## src/rtl/serial_channel_regs.svh

```systemverilog
`ifndef SERIAL_CHANNEL_REGS_SVH
`define SERIAL_CHANNEL_REGS_SVH
// ==========================================================================
// register offsets on the plain register port
`define ADDR_SHIFT_WORD   8'h00
`define ADDR_OWN_ADDRESS  8'h01
`define ADDR_MODE         8'h02
`define ADDR_BUS_CONTROL  8'h03
`define ADDR_INT_TIMING   8'h04
`define ADDR_CLOCK_SELECT 8'h05
`define ADDR_DIRECT_CTRL  8'h06
// ==========================================================================
// serial mode register fields
`define MODE_EN_BIT       7
`define MODE_MATCH_BIT    6
`define MODE_WAKE_BIT     5
`define MODE_SEL_HI       4
`define MODE_SEL_LO       2
`define MODE_SRC_HI       1
`define MODE_SRC_LO       0
`define MODE_SEL_SBI      2'b10
`define MODE_SEL_TWO_WIRE 2'b11
`define SRC_TIMER         2'b10
`define SRC_INTERNAL      2'b11
// ==========================================================================
// bus control, interrupt timing and direct control fields
`define BUS_BUSYEN_BIT    7
`define BUS_CMD_BIT       3
`define BUS_REL_BIT       2
`define ITR_SRC_BIT       5
`define ITR_MASK_BIT      4
`define DIR_CLK_BIT       0
`define DIR_LATCH_BIT     1
`define DIR_ACTIVE_BIT    7
// ==========================================================================
// reset values and counts
`define MODE_RESET        8'h00
`define CLKSEL_RESET      8'h88
`define CLKSEL_MIN        4'h6
`define CLKSEL_MAX        4'hd
`define BITS_PER_WORD     4'h8
`define LAST_BIT_INDEX    4'h7
`endif

```

## src/rtl/serial_channel_pkg.sv

```systemverilog
`default_nettype none
package serial_channel_pkg;
  // ========================================================================
  // word classification on the addressed bus
  typedef enum logic [1:0] {kind_address, kind_command, kind_data} word_kind_t;

  // ========================================================================
  // whole state of the channel
  typedef struct packed {
    logic       sck_s1, sck_s2, sck_s3;
    logic       a_s1, a_s2, a_s3;
    logic       b_s1, b_s2, b_s3;
    logic       si_s1, si_s2;
    logic [7:0] shift;
    logic [7:0] own_addr;
    logic       en, wake;
    logic [2:0] mode_sel;
    logic [1:0] src;
    logic       match;
    logic       busy_en, busy_active, release_flag, command_flag;
    logic       int_src, addr_mask;
    logic [7:0] clk_sel;
    logic       sw_clk, out_latch;
    logic       active;
    logic [3:0] bit_cnt;
    logic       sclk;
    logic [7:0] div_cnt;
    word_kind_t kind;
    logic [7:0] rdata;
    logic       irq;
  } state_t;
endpackage
`default_nettype wire

```

## src/rtl/multimode_serial_channel.sv

```systemverilog
`include "serial_channel_regs.svh"
`default_nettype none
module multimode_serial_channel
  import serial_channel_pkg::*;
(
  input  wire logic       core_clk,
  input  wire logic       rst,
  input  wire logic [7:0] reg_addr,
  input  wire logic [7:0] reg_wdata,
  input  wire logic       reg_write,
  input  wire logic       reg_read,
  output logic      [7:0] reg_rdata,
  input  wire logic       timer_two_tick,
  input  wire logic       serial_clock_pin_in,
  output logic            serial_clock_pin_out,
  output logic            serial_clock_pin_oe,
  input  wire logic       serial_in_pin,
  output logic            serial_out_pin,
  output logic            serial_out_pin_oe,
  input  wire logic       shared_data_line_a_in,
  output logic            shared_data_line_a_out,
  output logic            shared_data_line_a_oe,
  input  wire logic       shared_data_line_b_in,
  output logic            shared_data_line_b_out,
  output logic            shared_data_line_b_oe,
  output logic            transfer_interrupt
);

  // ========================================================================
  // decoded views of the current state
  state_t     st_r;
  state_t     st_nxt;
  logic       three_wire;
  logic       addressed_bus_mode;
  logic       two_wire;
  logic       line_a_sel;
  logic       master;
  logic [7:0] div_mask;
  logic       tick;
  logic       rise_ev;
  logic       fall_ev;
  logic       din;
  logic       msb_first;
  logic [7:0] new_shift;
  logic       word_end;
  logic       addr_hit;
  logic       line_lvl;
  logic       line_prev;
  logic       wr_shift;
  logic       wakeup_on;
  logic       sclk_lvl;
  logic       data_lvl;

  // mode decode; stopped mode overrides all of them
  assign three_wire = st_r.en && !st_r.mode_sel[2];
  assign addressed_bus_mode        = st_r.en && (st_r.mode_sel[2:1] == `MODE_SEL_SBI);
  assign two_wire   = st_r.en && (st_r.mode_sel[2:1] == `MODE_SEL_TWO_WIRE);
  assign line_a_sel = st_r.mode_sel[0];
  assign msb_first  = !(three_wire && st_r.mode_sel[0]);
  assign master     = st_r.src[1];
  assign wakeup_on  = addressed_bus_mode && st_r.wake && !st_r.int_src;

  // divider mask from the clock select code; illegal codes fall to slowest
  always_comb
  begin
    if (st_r.clk_sel[3:0] < `CLKSEL_MIN || st_r.clk_sel[3:0] > `CLKSEL_MAX)
      div_mask = 8'h7f;
    else
      div_mask = 8'((9'h001 << (st_r.clk_sel[3:0] - `CLKSEL_MIN)) - 9'h001);
  end

  // clock source select, gated by the channel enable
  always_comb
  begin
    if (st_r.src == `SRC_TIMER)
      tick = timer_two_tick;
    else
      tick = ((st_r.div_cnt & div_mask) == div_mask);
    tick = tick && st_r.en && master;
  end

  // serial clock edges: own generator when master, synced pin otherwise
  always_comb
  begin
    if (master)
    begin
      rise_ev = st_r.active && tick && !st_r.sclk;
      fall_ev = st_r.active && tick && st_r.sclk;
    end
    else
    begin
      rise_ev = st_r.active && st_r.sck_s2 && !st_r.sck_s3;
      fall_ev = st_r.active && !st_r.sck_s2 && st_r.sck_s3;
    end
  end

  // data input and the level of the selected shared line
  assign line_lvl  = line_a_sel ? st_r.a_s2 : st_r.b_s2;
  assign line_prev = line_a_sel ? st_r.a_s3 : st_r.b_s3;
  assign din       = three_wire ? st_r.si_s2 : line_lvl;
  assign new_shift = msb_first ? {st_r.shift[6:0], din} : {din, st_r.shift[7:1]};
  assign word_end  = rise_ev && (st_r.bit_cnt == `LAST_BIT_INDEX);
  assign wr_shift  = reg_write && (reg_addr == `ADDR_SHIFT_WORD);

  // comparator, optionally ignoring the lowest bit
  always_comb
  begin
    if (st_r.addr_mask)
      addr_hit = (new_shift[7:1] == st_r.own_addr[7:1]);
    else
      addr_hit = (new_shift == st_r.own_addr);
  end

  // ========================================================================
  // next state
  always_comb
  begin
    st_nxt = st_r;
    st_nxt.irq = 1'b0;
    // two-flop synchronisers for every pin input
    st_nxt.sck_s1 = serial_clock_pin_in;
    st_nxt.sck_s2 = st_r.sck_s1;
    st_nxt.sck_s3 = st_r.sck_s2;
    st_nxt.a_s1   = shared_data_line_a_in;
    st_nxt.a_s2   = st_r.a_s1;
    st_nxt.a_s3   = st_r.a_s2;
    st_nxt.b_s1   = shared_data_line_b_in;
    st_nxt.b_s2   = st_r.b_s1;
    st_nxt.b_s3   = st_r.b_s2;
    st_nxt.si_s1  = serial_in_pin;
    st_nxt.si_s2  = st_r.si_s1;
    // divider runs only while enabled as master; saves power when stopped
    if (st_r.en && master)
      st_nxt.div_cnt = st_r.div_cnt + 8'h01;
    else
      st_nxt.div_cnt = 8'h00;

    // register reads, answer in the next cycle
    st_nxt.rdata = 8'h00;
    if (reg_read)
    begin
      unique case (reg_addr)
        `ADDR_SHIFT_WORD:   st_nxt.rdata = st_r.shift;
        `ADDR_OWN_ADDRESS:  st_nxt.rdata = st_r.own_addr;
        `ADDR_MODE:         st_nxt.rdata = {st_r.en, st_r.match, st_r.wake, st_r.mode_sel, st_r.src};
        `ADDR_BUS_CONTROL:  st_nxt.rdata = {st_r.busy_en, 3'h0, st_r.command_flag, st_r.release_flag, 2'h0};
        `ADDR_INT_TIMING:   st_nxt.rdata = {2'h0, st_r.int_src, st_r.addr_mask, 4'h0};
        `ADDR_CLOCK_SELECT: st_nxt.rdata = st_r.clk_sel;
        `ADDR_DIRECT_CTRL:  st_nxt.rdata = {st_r.active, 5'h00, st_r.out_latch, st_r.sw_clk};
        default:            st_nxt.rdata = 8'h00;
      endcase
    end

    // register writes; hardware events below take priority over them
    if (reg_write)
    begin
      unique case (reg_addr)
        `ADDR_SHIFT_WORD:
        begin
          st_nxt.shift = reg_wdata;
          if (st_r.en)
          begin
            st_nxt.active      = 1'b1;
            st_nxt.bit_cnt     = 4'h0;
            st_nxt.sclk        = 1'b1;
            st_nxt.busy_active = 1'b0;
            st_nxt.out_latch   = msb_first ? reg_wdata[7] : reg_wdata[0];
          end
        end
        `ADDR_OWN_ADDRESS:  st_nxt.own_addr = reg_wdata;
        `ADDR_MODE:
        begin
          st_nxt.en       = reg_wdata[`MODE_EN_BIT];
          st_nxt.wake     = reg_wdata[`MODE_WAKE_BIT];
          st_nxt.mode_sel = reg_wdata[`MODE_SEL_HI:`MODE_SEL_LO];
          st_nxt.src      = reg_wdata[`MODE_SRC_HI:`MODE_SRC_LO];
        end
        `ADDR_BUS_CONTROL:  st_nxt.busy_en = reg_wdata[`BUS_BUSYEN_BIT];
        `ADDR_INT_TIMING:
        begin
          st_nxt.int_src   = reg_wdata[`ITR_SRC_BIT];
          st_nxt.addr_mask = reg_wdata[`ITR_MASK_BIT];
        end
        `ADDR_CLOCK_SELECT: st_nxt.clk_sel = reg_wdata;
        `ADDR_DIRECT_CTRL:
        begin
          st_nxt.sw_clk    = reg_wdata[`DIR_CLK_BIT];
          st_nxt.out_latch = reg_wdata[`DIR_LATCH_BIT];
        end
        default:
        begin
        end
      endcase
    end

    // serial clock generator and shifting
    if (st_r.active && master && tick)
      st_nxt.sclk = !st_r.sclk;
    if (fall_ev && st_r.bit_cnt != 4'h0)
      st_nxt.out_latch = msb_first ? st_r.shift[7] : st_r.shift[0];
    if (rise_ev)
    begin
      st_nxt.shift   = new_shift;
      st_nxt.bit_cnt = st_r.bit_cnt + 4'h1;
    end

    // end of word: interrupt, classification, match and busy
    if (word_end)
    begin
      st_nxt.active = 1'b0;
      st_nxt.sclk   = 1'b1;
      if (!wakeup_on)
        st_nxt.irq = 1'b1;
      if (addressed_bus_mode)
      begin
        st_nxt.out_latch = 1'b1;
        st_nxt.busy_active = st_r.busy_en;
        st_nxt.kind = kind_data;
        if (st_r.kind == kind_address)
        begin
          st_nxt.match = addr_hit;
          if (!addr_hit)
            st_nxt.release_flag = 1'b0;
          if (wakeup_on && addr_hit)
            st_nxt.irq = 1'b1;
        end
      end
    end

    // bus release and command triggers: data edges while the clock is high
    if (addressed_bus_mode && !st_r.active && st_r.sck_s2 && st_r.sck_s3)
    begin
      if (line_lvl && !line_prev)
      begin
        st_nxt.release_flag = 1'b1;
        st_nxt.command_flag = 1'b0;
        st_nxt.kind         = kind_address;
        st_nxt.match        = 1'b0;
        if (st_r.int_src)
          st_nxt.irq = 1'b1;
      end
      else if (!line_lvl && line_prev)
      begin
        st_nxt.command_flag = 1'b1;
        st_nxt.kind         = kind_command;
      end
    end

    // stopped mode halts everything; busy never survives outside the bus mode
    if (!st_r.en)
      st_nxt.active = 1'b0;
    if (!addressed_bus_mode)
      st_nxt.busy_active = 1'b0;

    // sync reset; shift word and own address keep whatever they hold
    if (rst)
    begin
      st_nxt              = '0;
      st_nxt.shift        = st_r.shift;
      st_nxt.own_addr     = st_r.own_addr;
      st_nxt.clk_sel      = `CLKSEL_RESET;
      st_nxt.sclk         = 1'b1;
      st_nxt.sw_clk       = 1'b1;
      st_nxt.out_latch    = 1'b1;
      st_nxt.kind         = kind_address;
      {st_nxt.en, st_nxt.match, st_nxt.wake, st_nxt.mode_sel, st_nxt.src} = `MODE_RESET;
    end
  end

  always_ff @(posedge core_clk)
  begin
    st_r <= st_nxt;
  end

  // ========================================================================
  // pin drive
  assign sclk_lvl = st_r.sclk && st_r.sw_clk;
  assign data_lvl = st_r.out_latch && !st_r.busy_active;

  always_comb
  begin
    serial_clock_pin_out   = 1'b0;
    serial_clock_pin_oe    = 1'b0;
    shared_data_line_a_out = 1'b0;
    shared_data_line_a_oe  = 1'b0;
    shared_data_line_b_out = 1'b0;
    shared_data_line_b_oe  = 1'b0;
    // open-drain clock in two-wire, push-pull elsewhere when master
    if (two_wire)
      serial_clock_pin_oe = !sclk_lvl;
    else if (st_r.en && master)
    begin
      serial_clock_pin_out = sclk_lvl;
      serial_clock_pin_oe  = 1'b1;
    end
    // shared lines are open drain: only a low level is driven
    if (addressed_bus_mode || two_wire)
    begin
      if (line_a_sel)
        shared_data_line_a_oe = !data_lvl;
      else
        shared_data_line_b_oe = !data_lvl;
    end
  end

  assign serial_out_pin     = st_r.out_latch;
  assign serial_out_pin_oe  = three_wire;
  assign reg_rdata          = st_r.rdata;
  assign transfer_interrupt = st_r.irq;
endmodule
`default_nettype wire

```

## config.mk

```make
export PLATFORM = sky130hd
export DESIGN_NAME = multimode_serial_channel
export DESIGN_NICKNAME = d
export VERILOG_FILES = /design/src/rtl/serial_channel_pkg.sv /design/src/rtl/multimode_serial_channel.sv
export VERILOG_INCLUDE_DIRS = /design/src /design/src/rtl
export SDC_FILE = /design/constraint.sdc
export NUM_CORES = 1
export LEC_CHECK = 0
export BUFFER_PORTS_ARGS = -buffer_cell sky130_fd_sc_hd__buf_2
export CAP_MARGIN = 20
export CORE_MARGIN = 2
export CORE_UTILIZATION = 50
export DETAILED_ROUTE_END_ITERATION = 7
export PLACE_DENSITY = 0.71
export SLEW_MARGIN = 25
export SYNTH_ARGS = -nofsm -noshare
export SYNTH_HDL_FRONTEND = slang
export SYNTH_SLANG_ARGS = --single-unit
```

## constraint.sdc

```tcl
create_clock -name core_clk -period 9.8 [get_ports core_clk]
set_input_delay 0 -clock core_clk [delete_from_list [all_inputs] [get_ports core_clk]]
set_output_delay 0 -clock core_clk [all_outputs]
set_load 0.05 [all_outputs]
```

[Word level (Yosys, flattened, before mapping)]
Cells that the tools add are included.
Word-level totals
  register bits after elaboration: 76
  output and inout bits: 17
  word-level logic and storage cells: 190
Cells by class
  add/subtract/negate cells: 4
  $lt $le $gt $ge: 2
  eq/ne operators: 13
  shift-type cells: 1
  mux-type cells: 63
  bitwise gates (word level): 6
  reductions and logical operators: 67
Operators by type and width (count)
  $pmux W8 S7: 1
  $mux W1: 41
  $mux W8: 5
  $logic_and A1 B1 Y1: 28
  $eq A8 B3 Y1 const B: 3
  $mux W23: 1
  $mux W7: 3
  $mux W2: 9
  $eq A8 B2 Y1 const B: 2
  $eq A8 B8 Y1: 2
  $reduce_and A3 Y1: 5
  $reduce_bool A2 Y1: 7
  $reduce_and A2 Y1: 6
  $logic_not A1 Y1: 11
  $add A8 B1 Y8 const B: 1
  $and A8 B8 Y8: 1
  $eq A8 B1 Y1 const B: 1
  $logic_not A8 Y1: 1
  $reduce_or A2 Y1: 4
  $shl A1 B4 Y8 const A: 1
  $sub A8 B1 Y8 const B: 1
  $eq A7 B7 Y1: 1
  $eq A2 B2 Y1 const B: 3
  $mux W6: 1
  12 further kinds: 17

[Logic depth before layout (Yosys ltp)]
  word-level depth: 17
  mapped depth: 17
  mapped depth without buffers: 13

[Worst setup path after synthesis]
Ideal clock, no wire load.
  kind: register to register
  start: reg st_r[28] in the netlist's numbering
  end: reg st_r[57] in the netlist's numbering, enable pin
  library setup time: 0.370 ns
  arrival: 3.024 ns
  required time: 9.430 ns
  path slack: 6.405 ns
  stages on the path, launching flop included: 18
  path through: dfxtp_1 -> ha_1 -> buf_4 -> xnor2_1 -> nor2_1 -> nand3_1 -> ha_1 -> clkbuf_1 -> nor2b_1 -> o21ai_0 -> a311oi_1 -> nor4_2 -> a31oi_2 -> o21ai_2 -> buf_6 -> buf_6 -> nor2_1 -> nor2_1
On the way
  word-level cells in the longest chain between the ends: 14
  elaborated cells between the ends (all ways): 18
Ends and longest elaborated chain
  from (decl): line multimode_serial_channel.sv:31  | state_t st_r;
  from (signal assigned): line multimode_serial_channel.sv:272  | st_r <= st_nxt;
  $sub A4 B3 Y4 (no source line)
  $shl A1 B4 Y8: line multimode_serial_channel.sv:69  | div_mask = 8'((9'h001 << (st_r.clk_sel[3:0] - `CLKSEL_MIN)) - 9'h001);
  $sub A8 B1 Y8: line multimode_serial_channel.sv:69
  $mux W8 *: line multimode_serial_channel.sv:66  | if (st_r.clk_sel[3:0] < `CLKSEL_MIN || st_r.clk_sel[3:0] > `CLKSEL_MAX)
  $and A8 B8 Y8: line multimode_serial_channel.sv:78  | tick = ((st_r.div_cnt & div_mask) == div_mask);
  $eq A8 B8 Y1 *: line multimode_serial_channel.sv:78
  $mux W1 *: line multimode_serial_channel.sv:75  | if (st_r.src == `SRC_TIMER)
  $logic_and A1 B1 Y1 * (2 in a row): line multimode_serial_channel.sv:79  | tick = tick && st_r.en && master;
  $logic_and A1 B1 Y1 * (2 in a row): line multimode_serial_channel.sv:87  | rise_ev = st_r.active && tick && !st_r.sclk;
  $mux W1 *: line multimode_serial_channel.sv:85  | if (master)
  $reduce_bool A2 Y1 (no source line)
  $reduce_and A3 Y1 (no source line) *
Every way passes the cells marked *; elsewhere a longest branch is shown, timed or not.
A chain may end at the register's enable or synchronous reset.

[Worst setup path in the final report]
  start: reg st_r[28] in the netlist's numbering
  end: reg st_r[58] in the netlist's numbering, enable pin
Same word-level chain as after synthesis.

==> results.txt <==
Post-synth ARST share: 0
# rows: 32
Routed vias/inst: 6.00
Reg clk slew, reported paths: 0.09 ns
Slowest stage delay, CP: 0.67 ns
GPL Wtd Cong: 0.842
Relative slew slack: 0.454
Yosys reg bits: 76
Post-synth EDFFs: 16
RSZ-0062 raised after global routing: no
Largest family of logic cells by synthesized area: simple AND/OR/NAND/NOR gates
Total power: 0.593 mW
Largest net degree at the start of global routing: 46
Final hold slack: 0.0798 ns
FF-to-FF Start: st_r[28]
Min Tclk post-route: 4.42 ns
Die W: 94.4 um
Power Density: 131 mW/mm^2
Final WS setup: 5.38 ns
Reg power frac: 0.543
TritonCTS Buffers: 9
Worst vdd ir: 0.0856 mV
GR Overflow Total: 0
Syn Std Cell Area: 0.00409 sq mm
Top_reg_cell synth: dfxtp_1
Final period util: 0.451
Diode count: 0
Place WS: 5.45 ns
Vias: 3557
Worst slew pin tran: 0.819 ns
Max frequency: 226 MHz
Drt first pass iters: 5
Final wirelength: 10400 um
CP Launch Type: flip-flop
Most instantiated cells after synthesis: dfxtp_1 (60), nand2_1 (45), nor2_1 (45), a21oi_1 (31), mux2i_1 (31)
Hold Startpoint: reg_read
Per-cell routed wire length: 17.5 um
FF-to-FF path depth: 13
Synth top area share: 0.294
Clock network fraction of total power: 0.404
TritonCTS clock tree: done
H-tree levels: 3
Die Ht: 94.4 um
Port bufs: 39
Total global routing track utilization: 0.247
CP cell instances: ha_1 > xnor2_1 > nor2_1 > nand3_1 > ha_1 > nor2b_1 > o21ai_0 > a311oi_1 > nor4_2 > a31oi_2 > o21ai_2 > nor2_1 > nor2_1
Layout cells sized above 1: 0.141
First-pass GRT wire length: 16800 um
Status: completed
R2R Setup Slk: 5.38 ns
Internal: 0.435 mW
Setup_tns: 0 ns
Largest buffer count on any clock path: 2
Total setup buffers inserted after CTS: 0
Final ANT Viol Nets: 0
Synth Area in Compound Gates: 0.130
Ports: 42
Slew Limit Fails: 0
Nets: 518
Clock latency at the later pin of the worst-skew pair: 0.37 ns
Vias in the first global route: 3296
Critical path class: flip-flop to flip-flop
Synth area leaders: dfxtp_1 (29%), edfxtp_1 (12%), mux2i_1 (7.6%)
Initial core utilization: 0.523
Die area: 0.00891 sq mm
Syn Area/Cell: 8.92 sq um
Worst path required time: 9.80 ns
Core area: 0.00781 sq mm
P_leak: 1.78 nW
Critical path peak fanout: 20
Critical path data arrival time: 4.42 ns
Crit. End Element: flip-flop
Hold-fix buffers, CTS: 12
Mux contribution to synthesized area: 0.0980
Synth-to-layout area growth: 11.1%
Mapped Cells: 458
Final Hold Violating Endpoints: 0
CP max-delay cell: o21ai_2
Cell variety after synth: 65
Type of the most critical hold path: primary input to flip-flop
Count leader, synth: dfxtp_1
Residual DRC count: 0
Post-synthesis sequential area ratio: 0.412
R2R Path End: st_r[58]
Adder-cell share of the synthesized area: 0.0214
CTS Sinks: 76
Setup Skew: 0.0136 ns
Initial antenna violation count: 0
YS warnings: 0
Yosys top cell by area: dfxtp_1
Final setup fails: 0
MaxCap Viol Count: 0
Most used cell, CP: nor2_1
Final core occ: 0.581
CTS resizes: 0
Xor/xnor share of the synthesized area: 0.0364
CTS Root Cell: clkbuf_8
Sw power: 0.158 mW
Cells on Worst Hold Path: 3
Synth Area in Simple Gates: 0.243
Sw frac: 0.266
Initial DRC Count: 370
WHS Endpoint: reg_rdata[1]
Gate power share: 0.054
Final HPWL DP: 7470 um
## state kept, by name, indices dropped and copies added, names as in the netlist
name                count
serial_out_pin          1
reg_rdata               8
line_a_sel              1
transfer_interrupt      1
master                  1
st_r                   64
## area by class of cell
cell class                 count  area (sq um)
clock buffer                   9           124
timing repair buffer          54           338
clock inverter                 7          71.3
sequential                    76          1680
multi-input combinational    338          2170
tap                          102           128
inverter                       7          26.3
fill                         698          3270
## power groups by stage
stage	combinational (mW)	clock, mW	sequential, mW
final	0.0318	0.239	0.322
after global routing	0.0342	0.258	0.322
after CTS	0.0314	0.245	0.322
after detailed placement	0.0278	0	0.329
after global placement	0.0272	0	0.329
after floorplan	0.0167	0	0.329
## through the flow
| step | cell area (sq um) | instances |
|---|---|---|
| final | 4540 | 593 |
| after global routing | 4540 | 593 |
| after floorplan | 4090 | 459 |
| after CTS | 4540 | 593 |
| after global placement | 4220 | 565 |
| after detailed placement | 4220 | 565 |
## layer usage
layer,GRT usage,part of all wire,up-vias
met1,0.340,0.44,1681
met2,0.394,0.46,166
li1,-,-,1690
met3,0.0415,0.084,20
met5,0,0,-
met4,0.0845,0.018,0
## cell families after synthesis
logic type      Yosys count
other cells               1
xor+xnor                 17
simple gates            194
flops                    76
mux                      36
compound gates           82
buf+inv                  45
fa+ha+maj                 7
## critical path, delay by kind of cell, from the launching register on
kind / cells / cell delay, ns
flip-flops: 1 / 0.62
AND/OR/NAND/NOR: 6 / 1.40
XOR/XNOR: 1 / 0.17
AO/OA/AOI/OAI: 4 / 1.16
adder cells (fa/ha/maj): 2 / 0.71
## worst max path at each step
stage	startpoint	endpoint	slack, ns
after floorplan	st_r[28]	st_r[57]	6.41
after global placement	st_r[28]	st_r[62]	5.60
after detailed placement	st_r[28]	st_r[62]	5.45
after CTS	st_r[28]	st_r[58]	5.41
after global routing	st_r[28]	st_r[58]	4.98
final	st_r[28]	st_r[58]	5.38
## cells in the final DEF, fill, tap and decap left out, drive strengths merged, types with 2 or more instances in the layout
master       count
dfxtp           60
nor2            45
nand2           45
buf             42
mux2i           31
a21oi           31
nand3           30
nor2b           18
edfxtp          16
o21ai           15
inv             14
nor3            12
dlygate4sd3     12
xor2             9
clkbuf           9
xnor2            8
a22oi            7
ha               7
nor4             6
and2             5
and3             5
nand2b           4
a211oi           4
nand3b           3
nand4b           3
nand4            3
o211a            3
mux4             3
a31oi            3
a21o             2
nor3b            2
nor4b            2
o211ai           2
nor4bb           2
o31ai            2
mux2             2
conb             2
or3b             2
Power figures use the tool's default switching activity.
